--- src/hw/fot_pkg.sv ---
package fot_pkg;

	localparam int NCAP    = 4;
	localparam int NPORT   = 4;
	localparam int NPART   = 2;
	localparam int CNT_W   = 32;
	localparam int SEL_W   = 2;
	localparam int MODE_W  = 4;
	localparam int PNUM_W  = 4;
	localparam int DEV_W   = 5;
	localparam int STATE_W = 2;
	localparam int TICK_W  = 7;

	// watchdog step time and the clock period, both in ns
	localparam int CLK_PERIOD_NS    = 10;
	localparam int WATCHDOG_STEP_NS = 1000;
	localparam int CYCLES_PER_US    = WATCHDOG_STEP_NS / CLK_PERIOD_NS;
	localparam logic [TICK_W-1:0] TICK_LAST = TICK_W'(CYCLES_PER_US - 1);

	// address map: bits 7:6 pick the block, 5:4 the instance, 3:2 the word
	localparam logic [1:0] BLK_CAP  = 2'h0;
	localparam logic [1:0] BLK_PORT = 2'h1;
	localparam logic [1:0] BLK_PART = 2'h2;
	localparam logic [1:0] REG_CTL  = 2'h0;
	localparam logic [1:0] REG_STS  = 2'h1;
	localparam logic [1:0] REG_TMR  = 2'h2;
	localparam logic [1:0] REG_FCTL = 2'h1;
	localparam logic [1:0] REG_PSTS = 2'h2;

	// capability_control_reg fields
	localparam int CTL_SWTRIG_BIT = 0;
	localparam int CTL_SIGEN_BIT  = 1;
	localparam int CTL_SIGPOL_BIT = 2;
	localparam int CTL_TIMEN_BIT  = 3;
	// capability_status_reg field
	localparam int STS_MODE_BIT = 0;
	localparam logic MODE_PRIMARY   = 1'b0;
	localparam logic MODE_SECONDARY = 1'b1;
	localparam logic [CNT_W-1:0] CNT_ONE = 32'h1;

	// port_control_reg / partition_control_reg fields
	localparam int EN_BIT         = 0;
	localparam int SEL_LSB        = 1;
	localparam int PORT_MODE_LSB  = 4;
	localparam int PORT_PART_LSB  = 8;
	localparam int PORT_DEV_LSB   = 16;
	localparam int PART_STATE_LSB = 4;
	// failover settings regs: primary half at 0, secondary half at 16
	localparam int FS_PRI_LSB  = 0;
	localparam int FS_SEC_LSB  = 16;
	localparam int FS_MODE_OFS = 0;
	localparam int FS_PART_OFS = 4;
	localparam int FS_DEV_OFS  = 8;
	// status flags, write one to clear
	localparam int FLAG_PRI_BIT = 0;
	localparam int FLAG_SEC_BIT = 1;

	typedef struct packed {
		logic [NCAP-1:0]                  sig_en;
		logic [NCAP-1:0]                  sig_pol;
		logic [NCAP-1:0]                  tim_en;
		logic [NCAP-1:0]                  mode;
		logic [NCAP-1:0]                  pin_prev;
		logic                             armed;
		logic [NCAP-1:0]                  fire_p;
		logic [NCAP-1:0]                  fire_s;
		logic [NCAP-1:0]                  part_p;
		logic [NCAP-1:0]                  part_s;
		logic [NCAP-1:0][CNT_W-1:0]       count;
		logic [NPORT-1:0]                 port_en;
		logic [NPORT-1:0]                 port_fp;
		logic [NPORT-1:0]                 port_fs;
		logic [NPORT-1:0][SEL_W-1:0]      port_sel;
		logic [NPORT-1:0][MODE_W-1:0]     port_mode;
		logic [NPORT-1:0][PNUM_W-1:0]     port_part;
		logic [NPORT-1:0][DEV_W-1:0]      port_dev;
		logic [NPORT-1:0][31:0]           port_fs_reg;
		logic [NPART-1:0]                 part_en;
		logic [NPART-1:0]                 part_fp;
		logic [NPART-1:0]                 part_fs;
		logic [NPART-1:0][SEL_W-1:0]      part_sel;
		logic [NPART-1:0][STATE_W-1:0]    part_state;
		logic [NPART-1:0][STATE_W-1:0]    part_pstate;
		logic [NPART-1:0][STATE_W-1:0]    part_sstate;
		logic [31:0]                      rdata;
		logic                             slverr;
	} fot_state_t;

	localparam fot_state_t FOT_STATE_RST = '0;

	typedef struct packed {
		logic [NCAP-1:0] s1;
		logic [NCAP-1:0] s2;
	} fot_sync_state_t;

	typedef struct packed {
		logic [TICK_W-1:0] cnt;
		logic              tick;
	} fot_tick_state_t;

endpackage : fot_pkg

--- src/hw/fot_sync.sv ---
`timescale 1ns/1ps
`default_nettype none

module fot_sync
	import fot_pkg::*;
(
	input  wire logic            clock,
	input  wire logic            rst_n,
	input  wire logic [NCAP-1:0] pin_async,
	output logic      [NCAP-1:0] pin_sync
);

	fot_sync_state_t s;
	fot_sync_state_t n;

	always_comb begin
		n = s;
		n.s1 = pin_async;
		n.s2 = s.s1;
	end

	always_ff @(posedge clock) begin
		if (!rst_n) begin
			s <= '0;
		end else begin
			s <= n;
		end
	end

	assign pin_sync = s.s2;

endmodule : fot_sync

`default_nettype wire

--- src/hw/fot_usec_tick.sv ---
`timescale 1ns/1ps
`default_nettype none

module fot_usec_tick
	import fot_pkg::*;
(
	input  wire logic clock,
	input  wire logic rst_n,
	output logic      usec_tick
);

	fot_tick_state_t s;
	fot_tick_state_t n;

	always_comb begin
		n = s;
		n.tick = 1'b0;
		if (s.cnt == TICK_LAST) begin
			n.cnt  = '0;
			n.tick = 1'b1;
		end else begin
			n.cnt = s.cnt + 7'h1;
		end
	end

	// only the fundamental reset stops the time base
	always_ff @(posedge clock) begin
		if (!rst_n) begin
			s <= '0;
		end else begin
			s <= n;
		end
	end

	assign usec_tick = s.tick;

endmodule : fot_usec_tick

`default_nettype wire

--- src/hw/fot_top.sv ---
// Summary of operation
// RQ1 - four capabilities broadcast primary or secondary failover
// RQ2 - port reacts if enabled and selector matches
// RQ3 - partition reacts if enabled and selector matches
// RQ4 - writing one to trigger bit fires
// RQ5 - primary mode gives secondary, and reverse
// RQ6 - trigger pin n drives capability n
// RQ7 - pin ignored while pin trigger disabled
// RQ8 - polarity picks edge for secondary failover
// RQ9 - keep pin still while polarity changes
// RQ10 - pin toggles at most once per second
// RQ11 - watchdog one-to-zero step fires when enabled
// RQ12 - watchdog decrements each microsecond, stops at zero
// RQ13 - watchdog write at any time rearms it
// RQ14 - watchdog survives all but fundamental reset
// RQ15 - several trigger policies may be enabled together
// RQ16 - only one failover in progress at once
// RQ17 - primary failover copies port targets, sets flag
// RQ18 - ports reconfigure before partition state changes
// RQ19 - mode field follows the failover just issued
//
// The address map and the APB register port are this design's own decisions.
`timescale 1ns/1ps
`default_nettype none

module fot_top
	import fot_pkg::*;
(
	input  wire logic                            clock,
	input  wire logic                            rst_n,
	input  wire logic                            soft_reset_n,
	input  wire logic                            psel,
	input  wire logic                            penable,
	input  wire logic                            pwrite,
	input  wire logic [11:0]                     paddr,
	input  wire logic [31:0]                     pwdata,
	output logic      [31:0]                     prdata,
	output logic                                 pready,
	output logic                                 pslverr,
	input  wire logic [NCAP-1:0]                 trigger_input_pin,
	output logic      [NCAP-1:0]                 capability_primary_fire,
	output logic      [NCAP-1:0]                 capability_secondary_fire,
	output logic      [NPORT-1:0][MODE_W-1:0]    port_operating_mode,
	output logic      [NPORT-1:0][PNUM_W-1:0]    port_partition,
	output logic      [NPORT-1:0][DEV_W-1:0]     port_device_number,
	output logic      [NPART-1:0][STATE_W-1:0]   partition_state
);

	fot_state_t s;
	fot_state_t n;

	logic [NCAP-1:0]  pin_sync;
	logic             usec_tick;
	logic [1:0]       a_blk;
	logic [1:0]       a_idx;
	logic [1:0]       a_sel;
	logic             mapped;
	logic             setup;
	logic             wr;
	logic [NCAP-1:0]  cap_hit;
	logic [NCAP-1:0]  sw_go;
	logic [NCAP-1:0]  tmr_wr;
	logic [NCAP-1:0]  tmr_go;
	logic [NCAP-1:0]  pin_rise;
	logic [NCAP-1:0]  pin_fall;
	logic [NCAP-1:0]  pin_sec;
	logic [NCAP-1:0]  pin_pri;
	logic [NCAP-1:0]  gen_go;
	logic [NCAP-1:0]  want_s;
	logic [NCAP-1:0]  want_p;
	logic [31:0]      rd_word;
	logic [CNT_W-1:0] cnt_keep [NCAP];

	fot_sync u_sync (
		.clock     (clock),
		.rst_n     (rst_n),
		.pin_async (trigger_input_pin),
		.pin_sync  (pin_sync)
	);

	fot_usec_tick u_tick (
		.clock     (clock),
		.rst_n     (rst_n),
		.usec_tick (usec_tick)
	);

	assign a_blk = paddr[7:6];
	assign a_idx = paddr[5:4];
	assign a_sel = paddr[3:2];
	assign setup = psel && !penable;

	always_comb begin
		mapped = 1'b0;
		if (paddr[11:8] != 4'h0 || paddr[1:0] != 2'h0) begin
			mapped = 1'b0;
		end else if (a_sel == 2'h3) begin
			mapped = 1'b0;
		end else if (a_blk == BLK_CAP || a_blk == BLK_PORT) begin
			mapped = 1'b1;
		end else if (a_blk == BLK_PART) begin
			mapped = (32'(a_idx) < NPART);
		end
	end

	// writes act only at the access edge; pready is always high
	assign wr = psel && penable && pwrite && mapped;

	genvar c;
	generate
		for (c = 0; c < NCAP; c++) begin : g_cap
			assign cap_hit[c] = (a_blk == BLK_CAP) && (a_idx == 2'(c));
			assign sw_go[c]   = wr && cap_hit[c] && (a_sel == REG_CTL)
				&& pwdata[CTL_SWTRIG_BIT]; // [RQ4]
			assign tmr_wr[c]  = wr && cap_hit[c] && (a_sel == REG_TMR);
			// pin c belongs to capability c only
			assign pin_rise[c] = s.armed && pin_sync[c]
				&& !s.pin_prev[c]; // [RQ6]
			assign pin_fall[c] = s.armed && !pin_sync[c]
				&& s.pin_prev[c];
			assign pin_sec[c] = s.sig_en[c] && (s.sig_pol[c] ?
				pin_fall[c] : pin_rise[c]); // [RQ7] [RQ8]
			assign pin_pri[c] = s.sig_en[c] && (s.sig_pol[c] ?
				pin_rise[c] : pin_fall[c]); // [RQ7] [RQ8]
			// a rearm in the same cycle beats the expiry
			assign tmr_go[c] = s.tim_en[c] && usec_tick && !tmr_wr[c]
				&& (s.count[c] == CNT_ONE); // [RQ11]
			// software and timer policies are ored, neither locks out the other
			assign gen_go[c] = sw_go[c] || tmr_go[c]; // [RQ15]
			assign want_s[c] = pin_sec[c] || (gen_go[c]
				&& s.mode[c] == MODE_PRIMARY); // [RQ5]
			assign want_p[c] = !want_s[c] && (pin_pri[c] || (gen_go[c]
				&& s.mode[c] == MODE_SECONDARY)); // [RQ5]
		end
	endgenerate

	always_comb begin
		n = s;
		rd_word = '0;
		n.armed = 1'b1;
		n.pin_prev = pin_sync;
		n.fire_p = want_p; // [RQ1]
		n.fire_s = want_s; // [RQ1]
		// partitions see the event one cycle after the ports
		n.part_p = s.fire_p; // [RQ18]
		n.part_s = s.fire_s; // [RQ18]

		for (int i = 0; i < NCAP; i++) begin
			if (setup && cap_hit[i]) begin
				if (a_sel == REG_CTL) begin
					rd_word[CTL_SIGEN_BIT]  = s.sig_en[i];
					rd_word[CTL_SIGPOL_BIT] = s.sig_pol[i];
					rd_word[CTL_TIMEN_BIT]  = s.tim_en[i];
				end else if (a_sel == REG_STS) begin
					rd_word[STS_MODE_BIT] = s.mode[i];
				end else if (a_sel == REG_TMR) begin
					rd_word = s.count[i];
				end
			end
			if (wr && cap_hit[i] && a_sel == REG_CTL) begin
				n.sig_en[i]  = pwdata[CTL_SIGEN_BIT];
				n.sig_pol[i] = pwdata[CTL_SIGPOL_BIT];
				n.tim_en[i]  = pwdata[CTL_TIMEN_BIT];
			end
			if (wr && cap_hit[i] && a_sel == REG_STS) begin
				n.mode[i] = pwdata[STS_MODE_BIT];
			end
			if (want_s[i]) begin
				n.mode[i] = MODE_SECONDARY; // [RQ19]
			end else if (want_p[i]) begin
				n.mode[i] = MODE_PRIMARY; // [RQ19]
			end
			if (tmr_wr[i]) begin
				n.count[i] = pwdata; // [RQ13]
			end else if (usec_tick && s.count[i] != '0) begin
				n.count[i] = s.count[i] - CNT_ONE; // [RQ12]
			end
		end

		for (int p = 0; p < NPORT; p++) begin
			if (setup && a_blk == BLK_PORT && a_idx == 2'(p)) begin
				if (a_sel == REG_CTL) begin
					rd_word[EN_BIT] = s.port_en[p];
					rd_word[SEL_LSB +: SEL_W] = s.port_sel[p];
					rd_word[PORT_MODE_LSB +: MODE_W] = s.port_mode[p];
					rd_word[PORT_PART_LSB +: PNUM_W] = s.port_part[p];
					rd_word[PORT_DEV_LSB +: DEV_W] = s.port_dev[p];
				end else if (a_sel == REG_FCTL) begin
					rd_word = s.port_fs_reg[p];
				end else if (a_sel == REG_PSTS) begin
					rd_word[FLAG_PRI_BIT] = s.port_fp[p];
					rd_word[FLAG_SEC_BIT] = s.port_fs[p];
				end
			end
			if (wr && a_blk == BLK_PORT && a_idx == 2'(p)) begin
				if (a_sel == REG_CTL) begin
					n.port_en[p]   = pwdata[EN_BIT];
					n.port_sel[p]  = pwdata[SEL_LSB +: SEL_W];
					n.port_mode[p] = pwdata[PORT_MODE_LSB +: MODE_W];
					n.port_part[p] = pwdata[PORT_PART_LSB +: PNUM_W];
					n.port_dev[p]  = pwdata[PORT_DEV_LSB +: DEV_W];
				end else if (a_sel == REG_FCTL) begin
					n.port_fs_reg[p] = pwdata;
				end else if (a_sel == REG_PSTS) begin
					n.port_fp[p] = s.port_fp[p] && !pwdata[FLAG_PRI_BIT];
					n.port_fs[p] = s.port_fs[p] && !pwdata[FLAG_SEC_BIT];
				end
			end
			// a failover event overrides a same-cycle write and clear
			if (s.port_en[p] && s.fire_p[s.port_sel[p]]) begin // [RQ2]
				n.port_mode[p] = s.port_fs_reg[p][FS_PRI_LSB + FS_MODE_OFS
					+: MODE_W]; // [RQ17]
				n.port_part[p] = s.port_fs_reg[p][FS_PRI_LSB + FS_PART_OFS
					+: PNUM_W]; // [RQ17]
				n.port_dev[p]  = s.port_fs_reg[p][FS_PRI_LSB + FS_DEV_OFS
					+: DEV_W]; // [RQ17]
				n.port_fp[p]   = 1'b1; // [RQ17]
			end else if (s.port_en[p] && s.fire_s[s.port_sel[p]]) begin // [RQ2]
				n.port_mode[p] = s.port_fs_reg[p][FS_SEC_LSB + FS_MODE_OFS
					+: MODE_W];
				n.port_part[p] = s.port_fs_reg[p][FS_SEC_LSB + FS_PART_OFS
					+: PNUM_W];
				n.port_dev[p]  = s.port_fs_reg[p][FS_SEC_LSB + FS_DEV_OFS
					+: DEV_W];
				n.port_fs[p]   = 1'b1;
			end
		end

		for (int k = 0; k < NPART; k++) begin
			if (setup && a_blk == BLK_PART && a_idx == 2'(k)) begin
				if (a_sel == REG_CTL) begin
					rd_word[EN_BIT] = s.part_en[k];
					rd_word[SEL_LSB +: SEL_W] = s.part_sel[k];
					rd_word[PART_STATE_LSB +: STATE_W] = s.part_state[k];
				end else if (a_sel == REG_FCTL) begin
					rd_word[FS_PRI_LSB +: STATE_W] = s.part_pstate[k];
					rd_word[FS_SEC_LSB +: STATE_W] = s.part_sstate[k];
				end else if (a_sel == REG_PSTS) begin
					rd_word[FLAG_PRI_BIT] = s.part_fp[k];
					rd_word[FLAG_SEC_BIT] = s.part_fs[k];
				end
			end
			if (wr && a_blk == BLK_PART && a_idx == 2'(k)) begin
				if (a_sel == REG_CTL) begin
					n.part_en[k]    = pwdata[EN_BIT];
					n.part_sel[k]   = pwdata[SEL_LSB +: SEL_W];
					n.part_state[k] = pwdata[PART_STATE_LSB +: STATE_W];
				end else if (a_sel == REG_FCTL) begin
					n.part_pstate[k] = pwdata[FS_PRI_LSB +: STATE_W];
					n.part_sstate[k] = pwdata[FS_SEC_LSB +: STATE_W];
				end else if (a_sel == REG_PSTS) begin
					n.part_fp[k] = s.part_fp[k] && !pwdata[FLAG_PRI_BIT];
					n.part_fs[k] = s.part_fs[k] && !pwdata[FLAG_SEC_BIT];
				end
			end
			if (s.part_en[k] && s.part_p[s.part_sel[k]]) begin // [RQ3]
				n.part_state[k] = s.part_pstate[k]; // [RQ18]
				n.part_fp[k]    = 1'b1;
			end else if (s.part_en[k] && s.part_s[s.part_sel[k]]) begin // [RQ3]
				n.part_state[k] = s.part_sstate[k]; // [RQ18]
				n.part_fs[k]    = 1'b1;
			end
		end

		if (setup) begin
			n.rdata  = rd_word;
			n.slverr = !mapped;
		end

		// a soft reset clears everything but the running watchdogs
		for (int i = 0; i < NCAP; i++) begin
			cnt_keep[i] = n.count[i];
		end
		if (!soft_reset_n) begin
			n = FOT_STATE_RST;
			for (int i = 0; i < NCAP; i++) begin
				n.count[i] = cnt_keep[i]; // [RQ14]
			end
		end
	end

	// rst_n is the fundamental reset, the only one that stops a watchdog
	always_ff @(posedge clock) begin
		if (!rst_n) begin
			s <= FOT_STATE_RST; // [RQ14]
		end else begin
			s <= n;
		end
	end

	assign prdata                    = s.rdata;
	assign pready                    = 1'b1;
	assign pslverr                   = s.slverr;
	assign capability_primary_fire   = s.fire_p;
	assign capability_secondary_fire = s.fire_s;
	assign port_operating_mode       = s.port_mode;
	assign port_partition            = s.port_part;
	assign port_device_number        = s.port_dev;
	assign partition_state           = s.part_state;

endmodule : fot_top

`default_nettype wire

--- config.mk ---
export PLATFORM = sky130hd
export DESIGN_NAME = fot_top
export DESIGN_NICKNAME = d
export VERILOG_FILES = /design/src/hw/fot_pkg.sv /design/src/hw/fot_sync.sv /design/src/hw/fot_usec_tick.sv /design/src/hw/fot_top.sv
export SDC_FILE = /design/constraint.sdc
export NUM_CORES = 1
export LEC_CHECK = 0
export BUFFER_PORTS_ARGS = -buffer_cell sky130_fd_sc_hd__buf_2
export CAP_MARGIN = 20
export CORE_ASPECT_RATIO = 1.4
export CORE_MARGIN = 3
export CORE_UTILIZATION = 50
export DETAILED_ROUTE_END_ITERATION = 6
export PLACE_DENSITY = 0.68
export SKIP_LAST_GASP = 1
export SYNTH_ARGS = -nofsm -noshare
export SYNTH_HDL_FRONTEND = slang
export SYNTH_SLANG_ARGS = --single-unit
--- constraint.sdc ---
create_clock -name clock -period 8.4 [get_ports clock]
set_input_delay 1.26 -clock clock [delete_from_list [all_inputs] [get_ports clock]]
set_output_delay 1.26 -clock clock [all_outputs]
set_load 0.05 [all_outputs]
; ---- Word-level counts from Yosys, hierarchy flattened
; Index checks and enable logic that the tools add are counted.
[classes]
mul = 0
order_cmp = 7
n_mux = 312
n_reduce_logical = 221
shift = 0
div = 0
n_eq_ne = 25
add_sub_neg = 5
bitwise_logic = 6
[ops]
columns = operator, n
row1 = $mux W32, 35
row2 = $mux W400, 1
row3 = $mux W31, 6
row4 = $mux W1, 129
row5 = $eq A32 B1 Y1 const B, 4
row6 = $reduce_bool A32 Y1, 4
row7 = $sub A32 B1 Y32 const B, 4
row8 = $logic_and A1 B1 Y1, 124
row9 = $mux W30, 4
row10 = $mux W4, 30
row11 = $mux W28, 4
row12 = $mux W2, 55
row13 = $mux W5, 17
row14 = $reduce_bool A3 Y1, 16
row15 = $mux W11, 4
row16 = $mux W33, 1
row17 = $mux W8, 4
row18 = $mux W3, 10
row19 = $reduce_and A2 Y1, 13
row20 = $reduce_bool A2 Y1, 13
row21 = $bmux W1 S2, 12
row22 = $ne A2 B1 Y1 const B, 12
row23 = $reduce_and A4 Y1, 6
row24 = $logic_not A1 Y1, 20
row25 = 12 further kinds, 48
[word_totals]
out_inout_bits = 98
mem_bits_ro = 0
n_memories = 0
inputBits = 54
latchBits = 0
word_cells = 650
register_bits = 436
ram_bits = 0

; ---- Longest topological paths before layout
; Gate-level depths: netlist (run 1).
[depth]
word_depth = 48
depth_mapped = 10
ltp_nobuf = 8

; ---- Cells and area by module
; Synthesis (run 1) repeated with hierarchy kept, for this count alone.
[unflattened]
hier_cells = 2915
hier_area_um2 = 23284.8
[by_module_without_submodules]
columns = module, area_each_um2, cells_each, seq_area_each_um2, n_inst
row1 = fot_top, 22748.1, 2865, 8408.1, 1
row2 = fot_usec_tick, 326.6, 34, 160.2, 1
row3 = fot_sync, 210.2, 16, 160.2, 1

; ---- Least setup slack after synthesis (run 1)
; OpenSTA, ideal clock, no wires.
[synth_path]
path_type = input to register
start = input port paddr[4]
end = register s, in the netlist prdata[16]
slack_ns = 4.974
n_path_buf = 5
cell_stages = 8
required_time_ns = 8.263
arrival_time_ns = 3.290
setup_ns = 0.137
path_cell_list = clkbuf_1 -> buf_1 -> buf_1 -> clkbuf_1 -> clkbuf_1 -> o22ai_1 -> a221oi_1 -> a211oi_1
[synth_between]
elab_chain_cells = 34
elab_cells_between_ends = 49
cone_classes = eq/ne: 3 / mux: 31 / reduce/logical: 15
[synth_lines]
columns = element, line_no
row1 = from (decl), fot_top.sv:35  ; input wire logic [11:0] paddr,
row2 = $logic_not A2 Y1, "fot_top.sv:111, fot_top.sv:180, fot_top.sv:229"
row3 = $logic_and A1 B1 Y1, fot_top.sv:111  ; assign cap_hit[c] = (a_blk == BLK_CAP) && (a_idx == 2'(c));
row4 = $logic_and A1 B1 Y1, fot_top.sv:148  ; if (setup && cap_hit[i]) begin
row5 = $mux W32, fot_top.sv:148
row6 = $mux W32, fot_top.sv:155  ; end else if (a_sel == REG_TMR) begin
row7 = $mux W31, fot_top.sv:153  ; end else if (a_sel == REG_STS) begin
row8 = $mux W28, fot_top.sv:149  ; if (a_sel == REG_CTL) begin
row9 = $mux W32, fot_top.sv:148
row10 = [18 not listed], n/a
row11 = $mux W5, fot_top.sv:181  ; if (a_sel == REG_CTL) begin
row12 = $mux W32, fot_top.sv:180  ; if (setup && a_blk == BLK_PORT && a_idx == 2'(p)) begin
row13 = $mux W2, fot_top.sv:234  ; end else if (a_sel == REG_FCTL) begin
row14 = $mux W2, fot_top.sv:230  ; if (a_sel == REG_CTL) begin
row15 = $mux W2, fot_top.sv:229  ; if (setup && a_blk == BLK_PART && a_idx == 2'(k)) begin
row16 = $mux W2, fot_top.sv:234
row17 = $mux W2, fot_top.sv:230
row18 = $mux W2 (*), fot_top.sv:229
row19 = to (signal assigned), fot_top.sv:286  ; s <= n;
row20 = to (decl), fot_top.sv:49  ; fot_state_t s;
; Every way passes the cells marked *; elsewhere a longest branch is shown, timed or not.
; A chain may end at the register's enable or synchronous reset.

; ---- Worst setup path after layout (run 1)
[layout_path]
start = input port paddr[2]
end = register s, in the netlist port_partition[7]
[layout_between]
elab_chain_cells = 8
elab_cells_between_ends = 10
cone_classes = eq/ne: 1 / mux: 2 / reduce/logical: 7
[layout_lines]
columns = element, line_no
row1 = $eq A2 B2 Y1, fot_top.sv:96  ; end else if (a_sel == 2'h3) begin
row2 = $mux W1, fot_top.sv:96
row3 = $mux W1, fot_top.sv:94  ; if (paddr[11:8] != 4'h0 || paddr[1:0] != 2'h0) begin
row4 = $logic_and A1 B1 Y1, fot_top.sv:106  ; assign wr = psel && penable && pwrite && mapped;
row5 = $logic_and A1 B1 Y1 (2 in series), fot_top.sv:194  ; if (wr && a_blk == BLK_PORT && a_idx == 2'(p)) begin
row6 = $reduce_bool A3 Y1 (no source line), n/a
row7 = $reduce_and A2 Y1 (no source line) (*), n/a
; Marks and branches as above.

==> impl_summary.md, run 1 <==
Outcome
The flow ran to the end, and the final reports show no timing, DRC or antenna violations.

Yosys
By area the synthesized netlist is led by sky130_fd_sc_hd__dfxtp_1 37%, sky130_fd_sc_hd__nand2_1 7.8%, sky130_fd_sc_hd__a21oi_1 6.5%. The total nets after synthesis is 3005. The netlist area before placement is 23300 µm². In the synthesized netlist the async set-or-reset flop fraction comes to 0. Of the post-synthesis cell area, the dominant cell type holds 0.374. The cell count after synthesis came out at 2942. After synthesis, the most frequently instantiated cells are 482 x sky130_fd_sc_hd__nand2_1, 436 x sky130_fd_sc_hd__dfxtp_1, 303 x sky130_fd_sc_hd__a21oi_1, 220 x sky130_fd_sc_hd__clkbuf_1, 167 x sky130_fd_sc_hd__nor2_1. sky130_fd_sc_hd__nand2_1 is the most common cell in the netlist.

In this run the mean area of a mapped cell was 7.93 µm². In this run, synthesis produced a sequential element count of 436. The synthesis warning total is 0.

The number of distinct library cells after synthesis is 82. For this run, the leading register cell type out of synthesis is sky130_fd_sc_hd__dfxtp_1. The proportion of synthesized chip area in sequential cells is 0.374.

The synthesized design spends more area on one cell type than any other, namely sky130_fd_sc_hd__dfxtp_1. Counting flops with a built-in enable in the synthesized netlist gives 0.

STA
The transition at the pin with the smallest max-transition slack is 1100 ps. The worst path needs 4100 ps of the cycle, external delays included. The total of endpoints with negative setup slack in the final report is 0.

Clock skew on the completed layout was measured at 33.5 ps. The number of max-slew violations in the final report was 0. The number of hold-slack violations in the final timing report is 0.

In the finished design, the share of the clock period the worst path needs comes to 0.488. Setup repair after global routing left no endpoint under its margin. The worst pin sits at a relative slew slack of 0.267. In the final timing run, aggregate negative setup slack is 0 ps.

The maximum achievable frequency is 244 MHz.

Floorplan
After floorplanning, the core was divided into 93 placement rows. The full die area is 49300 µm². The initial utilization of the core area, before any placement, comes to 0.506. Pin placement for this block handled 152 I/O pins. The core box area is 46100 µm². From bottom edge to top edge, the die measures 262 µm. Measured along the x axis, the die boundary spans 189 µm.

Flow run
Across the run, the number of max-cap violations was 0.

CTS
The clock tree synthesis step divided the H-tree into 2 levels. The total clock sinks is 436. Post-CTS timing repair inserted 0 buffers for setup. The post-CTS resize count is 0. Buffers inserted to repair hold after CTS numbered 0. TritonCTS built the clock tree. In this run, CTS created clock tree buffers numbering 45.

The tree is rooted in a sky130_fd_sc_hd__clkbuf_16. The clock reaches the later pin of the worst-skew pair after 600 ps. The clock input transition at the sequential cells of the worst setup and hold paths is 60 ps.

The maximum buffer depth of the clock tree is 3.

Power and ir drop
Dividing total power by cell area gives a power density of 182 nW/µm². The worst-case IR drop observed on VDD is 0.143 mV. For this design the static power due to leakage is 8.74 nW.

Hold path
The classification of the worst-slack hold path is reg -> reg. The worst hold path terminates at u_sync.pin_sync[1]. Along the worst hold path, the cell count comes to 1. In this run the most critical hold path is launched from u_sync.n[1].

Placed design
The congestion estimate from routability-driven global placement came to 1.04. Once placement completed, the tool counted placed cells totaling 3413. The HPWL after detailed placement is 70400 µm. Buffers placed on the I/O ports in this run total 150.

Detailed routing
After the first detailed-routing iteration, the DRC count stood at 3080. After detailed routing, the total wire length is 99800 µm. The routed layout has 23900 vias. The routed via count divided by cell count is 6.82.

The final antenna-violating net count is 0. After detailed routing, the average wire length per cell comes to 28.5 µm. The total iterations of the first detailed-routing run is 6.

In the routed design, unresolved DRC markers number 0.

GRT
The maximum number of pins on one net before global-route repair is 162. The global-route wire length before repair is 146000 µm. The total track usage is 0.389. The number of antenna violations at the first check in global routing is 5.

The via count of the first global-routing pass is 22700. For this run the aggregate overflow at the end of global routing stands at 0.

Worst setup path
The setup path with the least slack is of type in -> reg. The largest fanout of any net on the critical path is 31. The launching point of the worst reg2reg path is s[367]. The nature of the critical path endpoint is a flip-flop. The worst path arrival time is 4640 ps.

The endpoint of the worst register-to-register path is s[373]. STA classifies the critical path startpoint as an input port. The cell count of the worst reg-to-reg path is 6. At the worst endpoint, the required time is 8940 ps.

For flop-to-flop paths, the worst setup slack is 4860 ps.

Final layout
In the final layout, flip-flops and latches occupy 8730 µm². The non-filler instance count after layout is 3502. In the final layout, the share of cells above drive strength 1 is 0.127. Summing all multi-input logic gate instances after layout gives 12900 µm². Compared with the post-synthesis result, the final layout area differs by 8.29%. After the last flow step, the layout net total stands at 2906.

The final-layout fill cell count is 4382.
-- routing by layer --
| metal | routed length, µm | share of wire | GRT usage |
|---|---|---|---|
| met5 | 37 | 0.00037 | 0 |
| met4 | 9930 | 0.099 | 0.319 |
| met3 | 11100 | 0.11 | 0.0939 |
| met2 | 44600 | 0.45 | 0.618 |
| met1 | 34200 | 0.34 | 0.445 |
-- layout make-up --
class	count	share of cell area
diodes	5	0.000495
clock buffers	55	0.0476
clock inverters	29	0.0173
inverters	23	0.00342
multi-input cells	2141	0.511
flip-flops and latches	436	0.345
well taps	617	0.0305
repair buffers	196	0.0441
-- worst max-delay path by stage --
| stage | startpoint | endpoint | slack (ps) | cells after the start |
|---|---|---|---|---|
| final | paddr[2] | port_partition[7] | 4300 | 8 |
| after global routing | paddr[2] | port_device_number[8] | 4120 | 8 |
| after CTS | paddr[2] | port_partition[7] | 4440 | 8 |
| after detailed placement | paddr[2] | port_partition[7] | 3850 | 8 |
| after global placement | paddr[2] | port_operating_mode[3] | 3980 | 8 |
| after floorplan | paddr[4] | prdata[16] | 4970 | 8 |
-- critical path, stage by stage --
cell	delay (ps)
sky130_fd_sc_hd__buf_2	400
sky130_fd_sc_hd__a211oi_1	760
sky130_fd_sc_hd__nand2_1	250
sky130_fd_sc_hd__nor4b_4	260
sky130_fd_sc_hd__buf_4	340
sky130_fd_sc_hd__nand2_1	210
sky130_fd_sc_hd__a21oi_1	840
sky130_fd_sc_hd__a32o_1	300
-- kinds of logic (layout without fill, tap and decap cells) --
group / count (synthesis) / in the layout / share of synthesized area
simple gates: 1109 / 1109 / 0.226
compound gates: 826 / 826 / 0.225
flops: 436 / 436 / 0.374
buf+inv: 365 / 303 / 0.0748
mux: 104 / 104 / 0.0606
xor+xnor: 92 / 92 / 0.0345
fa+ha+maj: 9 / 9 / 0.00483
other cells: 1 / 6 / 0.000161
-- flip-flops by register name, summed over array words and instances, names as in the netlist, 4 cells and up --
name	count
s	323
port_partition	16
u_sync.pin_sync	4
capability_secondary_fire	4
capability_primary_fire	4
partition_state	4
u_sync.n	4
port_operating_mode	16
prdata	32
u_tick.s	7
port_device_number	20
-- cells in the final DEF (no fill, tap or decap), types with 18 or more instances in the layout --
master                      count
sky130_fd_sc_hd__nor2b_1       18
sky130_fd_sc_hd__buf_4         47
sky130_fd_sc_hd__mux2_2        18
sky130_fd_sc_hd__xnor2_1       51
sky130_fd_sc_hd__a32o_1        53
sky130_fd_sc_hd__mux2i_1       58
sky130_fd_sc_hd__and3_1        31
sky130_fd_sc_hd__o21ai_0      154
sky130_fd_sc_hd__nor2_1       167
sky130_fd_sc_hd__a31oi_1       21
sky130_fd_sc_hd__nand2_1      480
sky130_fd_sc_hd__o22ai_1       76
sky130_fd_sc_hd__a211oi_1      58
sky130_fd_sc_hd__a21oi_1      303
sky130_fd_sc_hd__buf_2        148
sky130_fd_sc_hd__mux4_2        28
sky130_fd_sc_hd__inv_1         22
sky130_fd_sc_hd__nand2b_1      77
sky130_fd_sc_hd__nand3_1       92
sky130_fd_sc_hd__nor4_1        27
sky130_fd_sc_hd__xor2_1        41
sky130_fd_sc_hd__clkbuf_16     45
sky130_fd_sc_hd__or4_1         24
sky130_fd_sc_hd__or3_1         30
sky130_fd_sc_hd__nor3_1        70
sky130_fd_sc_hd__dfxtp_1      436
sky130_fd_sc_hd__nand4_1       20
sky130_fd_sc_hd__a22oi_1       33
-- power by group --
part | switching, mW | leakage [nW] | internal, mW | total [mW]
Combinational | 0.201 | 4.42 | 0.0556 | 0.257
Clock | 0.928 | 0.807 | 1.34 | 2.27
Sequential | 0.00495 | 3.51 | 2.07 | 2.08
Total | 1.13 | 8.74 | 3.47 | 4.60
-- metrics by stage --
stage / total power [mW] / utilization / hold slack (ps) / setup WS (ps) / cell area (µm²)
2_1_floorplan: 2.27 / - / 412 / 4970 / 23300
3_3_place_gp: 2.37 / 0.513 / 416 / 3980 / 23600
3_5_place_dp: 2.37 / 0.513 / 428 / 3850 / 23600
4_1_cts: 4.59 / 0.548 / 444 / 4440 / 25300
5_1_grt: 4.68 / 0.548 / 464 / 4120 / 25300
6_report: 4.60 / 0.548 / 438 / 4300 / 25300
Power figures use the tool's default switching activity.
==> run 2, diff against run 1 <==
--- a/config.mk
+++ b/config.mk
@@ -5,13 +5,14 @@
 export SDC_FILE = /design/constraint.sdc
 export NUM_CORES = 1
 export LEC_CHECK = 0
+export ABC_AREA = 1
 export BUFFER_PORTS_ARGS = -buffer_cell sky130_fd_sc_hd__buf_2
 export CAP_MARGIN = 20
 export CORE_ASPECT_RATIO = 1.4
 export CORE_MARGIN = 3
 export CORE_UTILIZATION = 50
 export DETAILED_ROUTE_END_ITERATION = 6
-export PLACE_DENSITY = 0.68
+export PLACE_DENSITY = 0.7
 export SKIP_LAST_GASP = 1
 export SYNTH_ARGS = -nofsm -noshare
 export SYNTH_HDL_FRONTEND = slang
==> constraint.sdc (replaced) <==
create_clock -name clock -period 3.74 [get_ports clock]
set_input_delay 0.561 -clock clock [delete_from_list [all_inputs] [get_ports clock]]
set_output_delay 0.561 -clock clock [all_outputs]
set_load 0.05 [all_outputs]
==> run 2 against run 1 <==
  * The flow now finishes with violations (design-rule violations)
  * Via count up 7.2%
  * Global-route usage up 0.33 points
  * Utilization up 0.23 points
  * Largest power group is now sequential cells
  * Highest routed layer is now met4
==> impl_summary.md, run 2 <==
Floorplan
The height of the die is 265 µm (+1.3%). The die outline width is 191 µm (+1.3%). The I/O pin count came to 152 (unchanged). The effective utilization at floorplan is 0.508 (+0.00184). The core box area came to 47200 µm² (+2.4%).

The number of core rows was 94 (+1.1%). The full die area came to 50600 µm² (+2.6%).

Placed design
The number of buffers added on ports came to 150 (unchanged). The worst slack after detailed placement is 525 ps (-3320 ps). The final weighted congestion of routability-driven global placement is 1.01 (-3.1%).

The detailed placer's ending HPWL was 77000 µm (+9.4%). The cell total after placement came to 3962 (+16%).

STA
The transition at the pin with the smallest max-transition slack is 1060 ps (-35.3 ps). The worst setup margin is 714 ps (-3590 ps). The minimum clock period after layout is 3030 ps. The sum of negative setup slack is 0 ps (unchanged). Setup repair after global routing left no endpoint under its margin. The total of endpoints with negative setup slack in the final report is 0 (unchanged).

The number of max-slew violations in the final report is 0 (unchanged). The number of hold-slack violations in the final timing report is 0 (unchanged). Dividing the final minimum period by the clock period gives 0.809. The worst hold-check slack was 151 ps (-287 ps).

The relative slew slack was 0.293 (+0.0268). The final clock skew came to 21.6 ps (-11.9 ps). Static timing analysis puts the maximum clock frequency at 330 MHz.

GRT
The number of antenna violations at the first check in global routing is 0 (-5). The maximum number of pins on one net before global-route repair is 106 (-35%). The total track usage is 0.392 (+0.00327). The global-route wire length before repair came to 151000 µm (+3.5%). The leftover overflow at the end of global routing is 0 (unchanged). The via count of the first global-routing pass is 24000 (+6.0%).

CTS
The post-CTS setup repair buffer count is 0 (unchanged). The H-tree depth reported by CTS is 2 (unchanged). The maximum buffer depth of the clock tree came to 3 (unchanged).

TritonCTS built the clock tree. Clock tree synthesis selected as its root buffer the cell sky130_fd_sc_hd__clkbuf_16. The post-CTS resize count is 0 (unchanged). The clock input transition at the sequential cells of the worst setup and hold paths is 60 ps (about the same). The hold-fix buffer count after cts is 0 (unchanged).

The clock latency of the later-clocked register in the worst-skew pair is 610 ps (about the same). The number of buffers inserted during clock tree synthesis is 45 (unchanged). The total clock sinks came to 436 (unchanged).

Yosys
The synthesized area per cell was 7.06 µm² (-11%). The post-synthesis share of cell area spent on and, or, nand and nor gates was 0.209 (-0.0170). The area fraction in compound gates after synthesis is 0.272 (+0.0466). sky130_fd_sc_hd__nand2_1 is the most common cell in the netlist. The count of state elements after synthesis is 436 (unchanged). By count the netlist is led by 487 x sky130_fd_sc_hd__nand2_1, 436 x sky130_fd_sc_hd__dfxtp_1, 376 x sky130_fd_sc_hd__a21oi_1, 349 x sky130_fd_sc_hd__o21ai_0, 343 x sky130_fd_sc_hd__inv_1.

The adder-cell share of the synthesized area is 0.00470 (-0.000128). The combinational family with the most area after synthesis is compound AO/OA/AOI/OAI gates. The count of flip-flops with a built-in enable after synthesis is 0 (unchanged). Of all cell types, the one taking the most synthesized area is sky130_fd_sc_hd__dfxtp_1. The netlist area before placement is 24000 µm² (+2.7%).

The most instantiated flip-flop cell in the synthesis netlist is sky130_fd_sc_hd__dfxtp_1. The count of mapped cells out of synthesis is 3397 (+15%). The portion of netlist area occupied by mux cells is 0 (-0.0606). The number of distinct library cells after synthesis came to 72 (-12%).

The proportion of synthesized chip area in sequential cells came to 0.364 (-0.00992). The share of Yosys cell area claimed by the top area cell type is 0.364 (-0.00992). The parity-gate share of the synthesized area counting xor and xnor cells is 0.0248 (-0.00968). After synthesis, the cell types taking the most area are sky130_fd_sc_hd__dfxtp_1 36%, sky130_fd_sc_hd__a21oi_1 7.8%, sky130_fd_sc_hd__nand2_1 7.6%. The async set or reset register ratio after synthesis was 0 (unchanged). The synthesis warning total is 0 (unchanged). The total nets after synthesis is 3460 (+15%).

Final layout
The non-filler instance count after layout came to 4044 (+15%). The area occupied by multi-input gates is 12300 µm² (-5.2%). The final layout net count is 3448 (+19%). The layout cell share with drive strength beyond 1 was 0.125 (-0.00155). The final-layout fill cell count is 4633 (+5.7%). The flip-flop count of the largest register, all copies and words added was 323 (unchanged).

The sequential standard cell area is 8730 µm² (unchanged). Leaving out fill and tap cells, the most frequent cells in the layout are 485 x sky130_fd_sc_hd__nand2_1, 436 x sky130_fd_sc_hd__dfxtp_1, 375 x sky130_fd_sc_hd__a21oi_1. The area overhead of the layout relative to synthesis is 8.36% (about the same). The most common library cell in the layout ignoring fill and taps is sky130_fd_sc_hd__nand2_1. The top register by number of flip-flops is s.

Hold path
The classification of the worst-slack hold path is in -> reg.

Detailed routing
The total iterations of the first detailed-routing run was 7 (+1). The final antenna-violating net count is 0 (unchanged). The number of DRC markers after the initial detailed-route iteration is 2684 (-13%). The remaining routing DRC violations is 2 (+2). The number of vias after detailed routing came to 25600 (+7.2%). The average wire per cell in the routed design was 25.5 µm (-11%). The wire length after detailed routing came to 103000 µm (+3.3%). The routed via count divided by cell count is 6.34 (-7.1%).

Worst setup path
The largest fanout of any net on the critical path is 14 (-55%). STA classifies the critical path startpoint as a flip-flop. The nature of the critical path endpoint is a flip-flop. The type of the worst setup path is reg -> reg. The worst path arrival time is 3560 ps (-1080 ps).

The required arrival time at the worst endpoint came to 4270 ps (-4670 ps).

Power and ir drop
The largest voltage drop on the vdd net is 0.335 mV (+130%). The leakage power total is 11.2 nW (+28%). The total design power is 9.81 mW (+110%). The total power per unit cell area came to 378 nW/µm² (+110%).

Outcome
The checks that failed: design-rule violations. The run finished, with violations left.

Flow run
The number of maximum-capacitance constraint violations is 0 (unchanged).
run 2: final cells by class:
cell class	instances	share of cell area
well taps	624	0.0301
clock buffers	67	0.0488
clock inverters	14	0.00674
diodes	1	0.0000963
repair buffers	222	0.0503
inverters	387	0.0564
flip-flops and latches	436	0.336
multi-input cells	2293	0.472
run 2: report_power, final:
| group | internal [mW] | leakage [nW] | switching, mW |
|---|---|---|---|
| Combinational | 0.109 | 7.01 | 0.424 |
| Clock | 2.57 | 0.698 | 2.05 |
| Sequential | 4.66 | 3.51 | 0.00929 |
run 2: cell families (layout without fill, tap and decap cells):
family	after synthesis	count (layout)
AOI/OAI and AO/OA	1101	1101
xor gates and xnor gates	68	68
adders and majority gates	9	9
buffers and inverters	668	690
DFF	436	436
other	1	2
and+or+nand+nor	1114	1114
run 2: worst paths after layout:
kind	startpoint	end	slack [ps]	depth (start not counted)
worst max-delay path	s[287]	s[293]	710	12
worst min-delay path	trigger_input_pin[0]	u_sync.n[0]	150	3
worst max register to register	s[287]	s[293]	710	12
worst min register to register	u_sync.n[1]	u_sync.pin_sync[1]	420	2
run 2: per-stage QoR:
step                      utilization  instance area (µm²)
after global placement          0.520                24500
after detailed placement        0.520                24500
after CTS                       0.551                26000
after floorplan                     -                24000
final                           0.551                26000
after global routing            0.551                26000
run 2: per-layer routing:
| metal | up-vias | wire (µm) | share of wire | track usage |
|---|---|---|---|---|
| met5 | - | 0 | 0 | 0 |
| met4 | 0 | 8310 | 0.081 | 0.256 |
| met3 | 440 | 9460 | 0.092 | 0.0721 |
| met2 | 1584 | 48800 | 0.47 | 0.663 |
| met1 | 12100 | 36600 | 0.36 | 0.452 |
| li1 | 11500 | - | - | - |
run 2: worst max-delay path: stages (launching register included):
cell,delay [ps]
sky130_fd_sc_hd__dfxtp_1,400
sky130_fd_sc_hd__inv_1,180
sky130_fd_sc_hd__ha_1,210
sky130_fd_sc_hd__nand2_1,140
sky130_fd_sc_hd__nor2_4,220
sky130_fd_sc_hd__nand4_4,180
sky130_fd_sc_hd__o21ai_4,400
sky130_fd_sc_hd__inv_2,210
sky130_fd_sc_hd__nor2_4,380
sky130_fd_sc_hd__inv_2,260
sky130_fd_sc_hd__o21ai_0,200
sky130_fd_sc_hd__o21ai_0,90
sky130_fd_sc_hd__inv_1,90
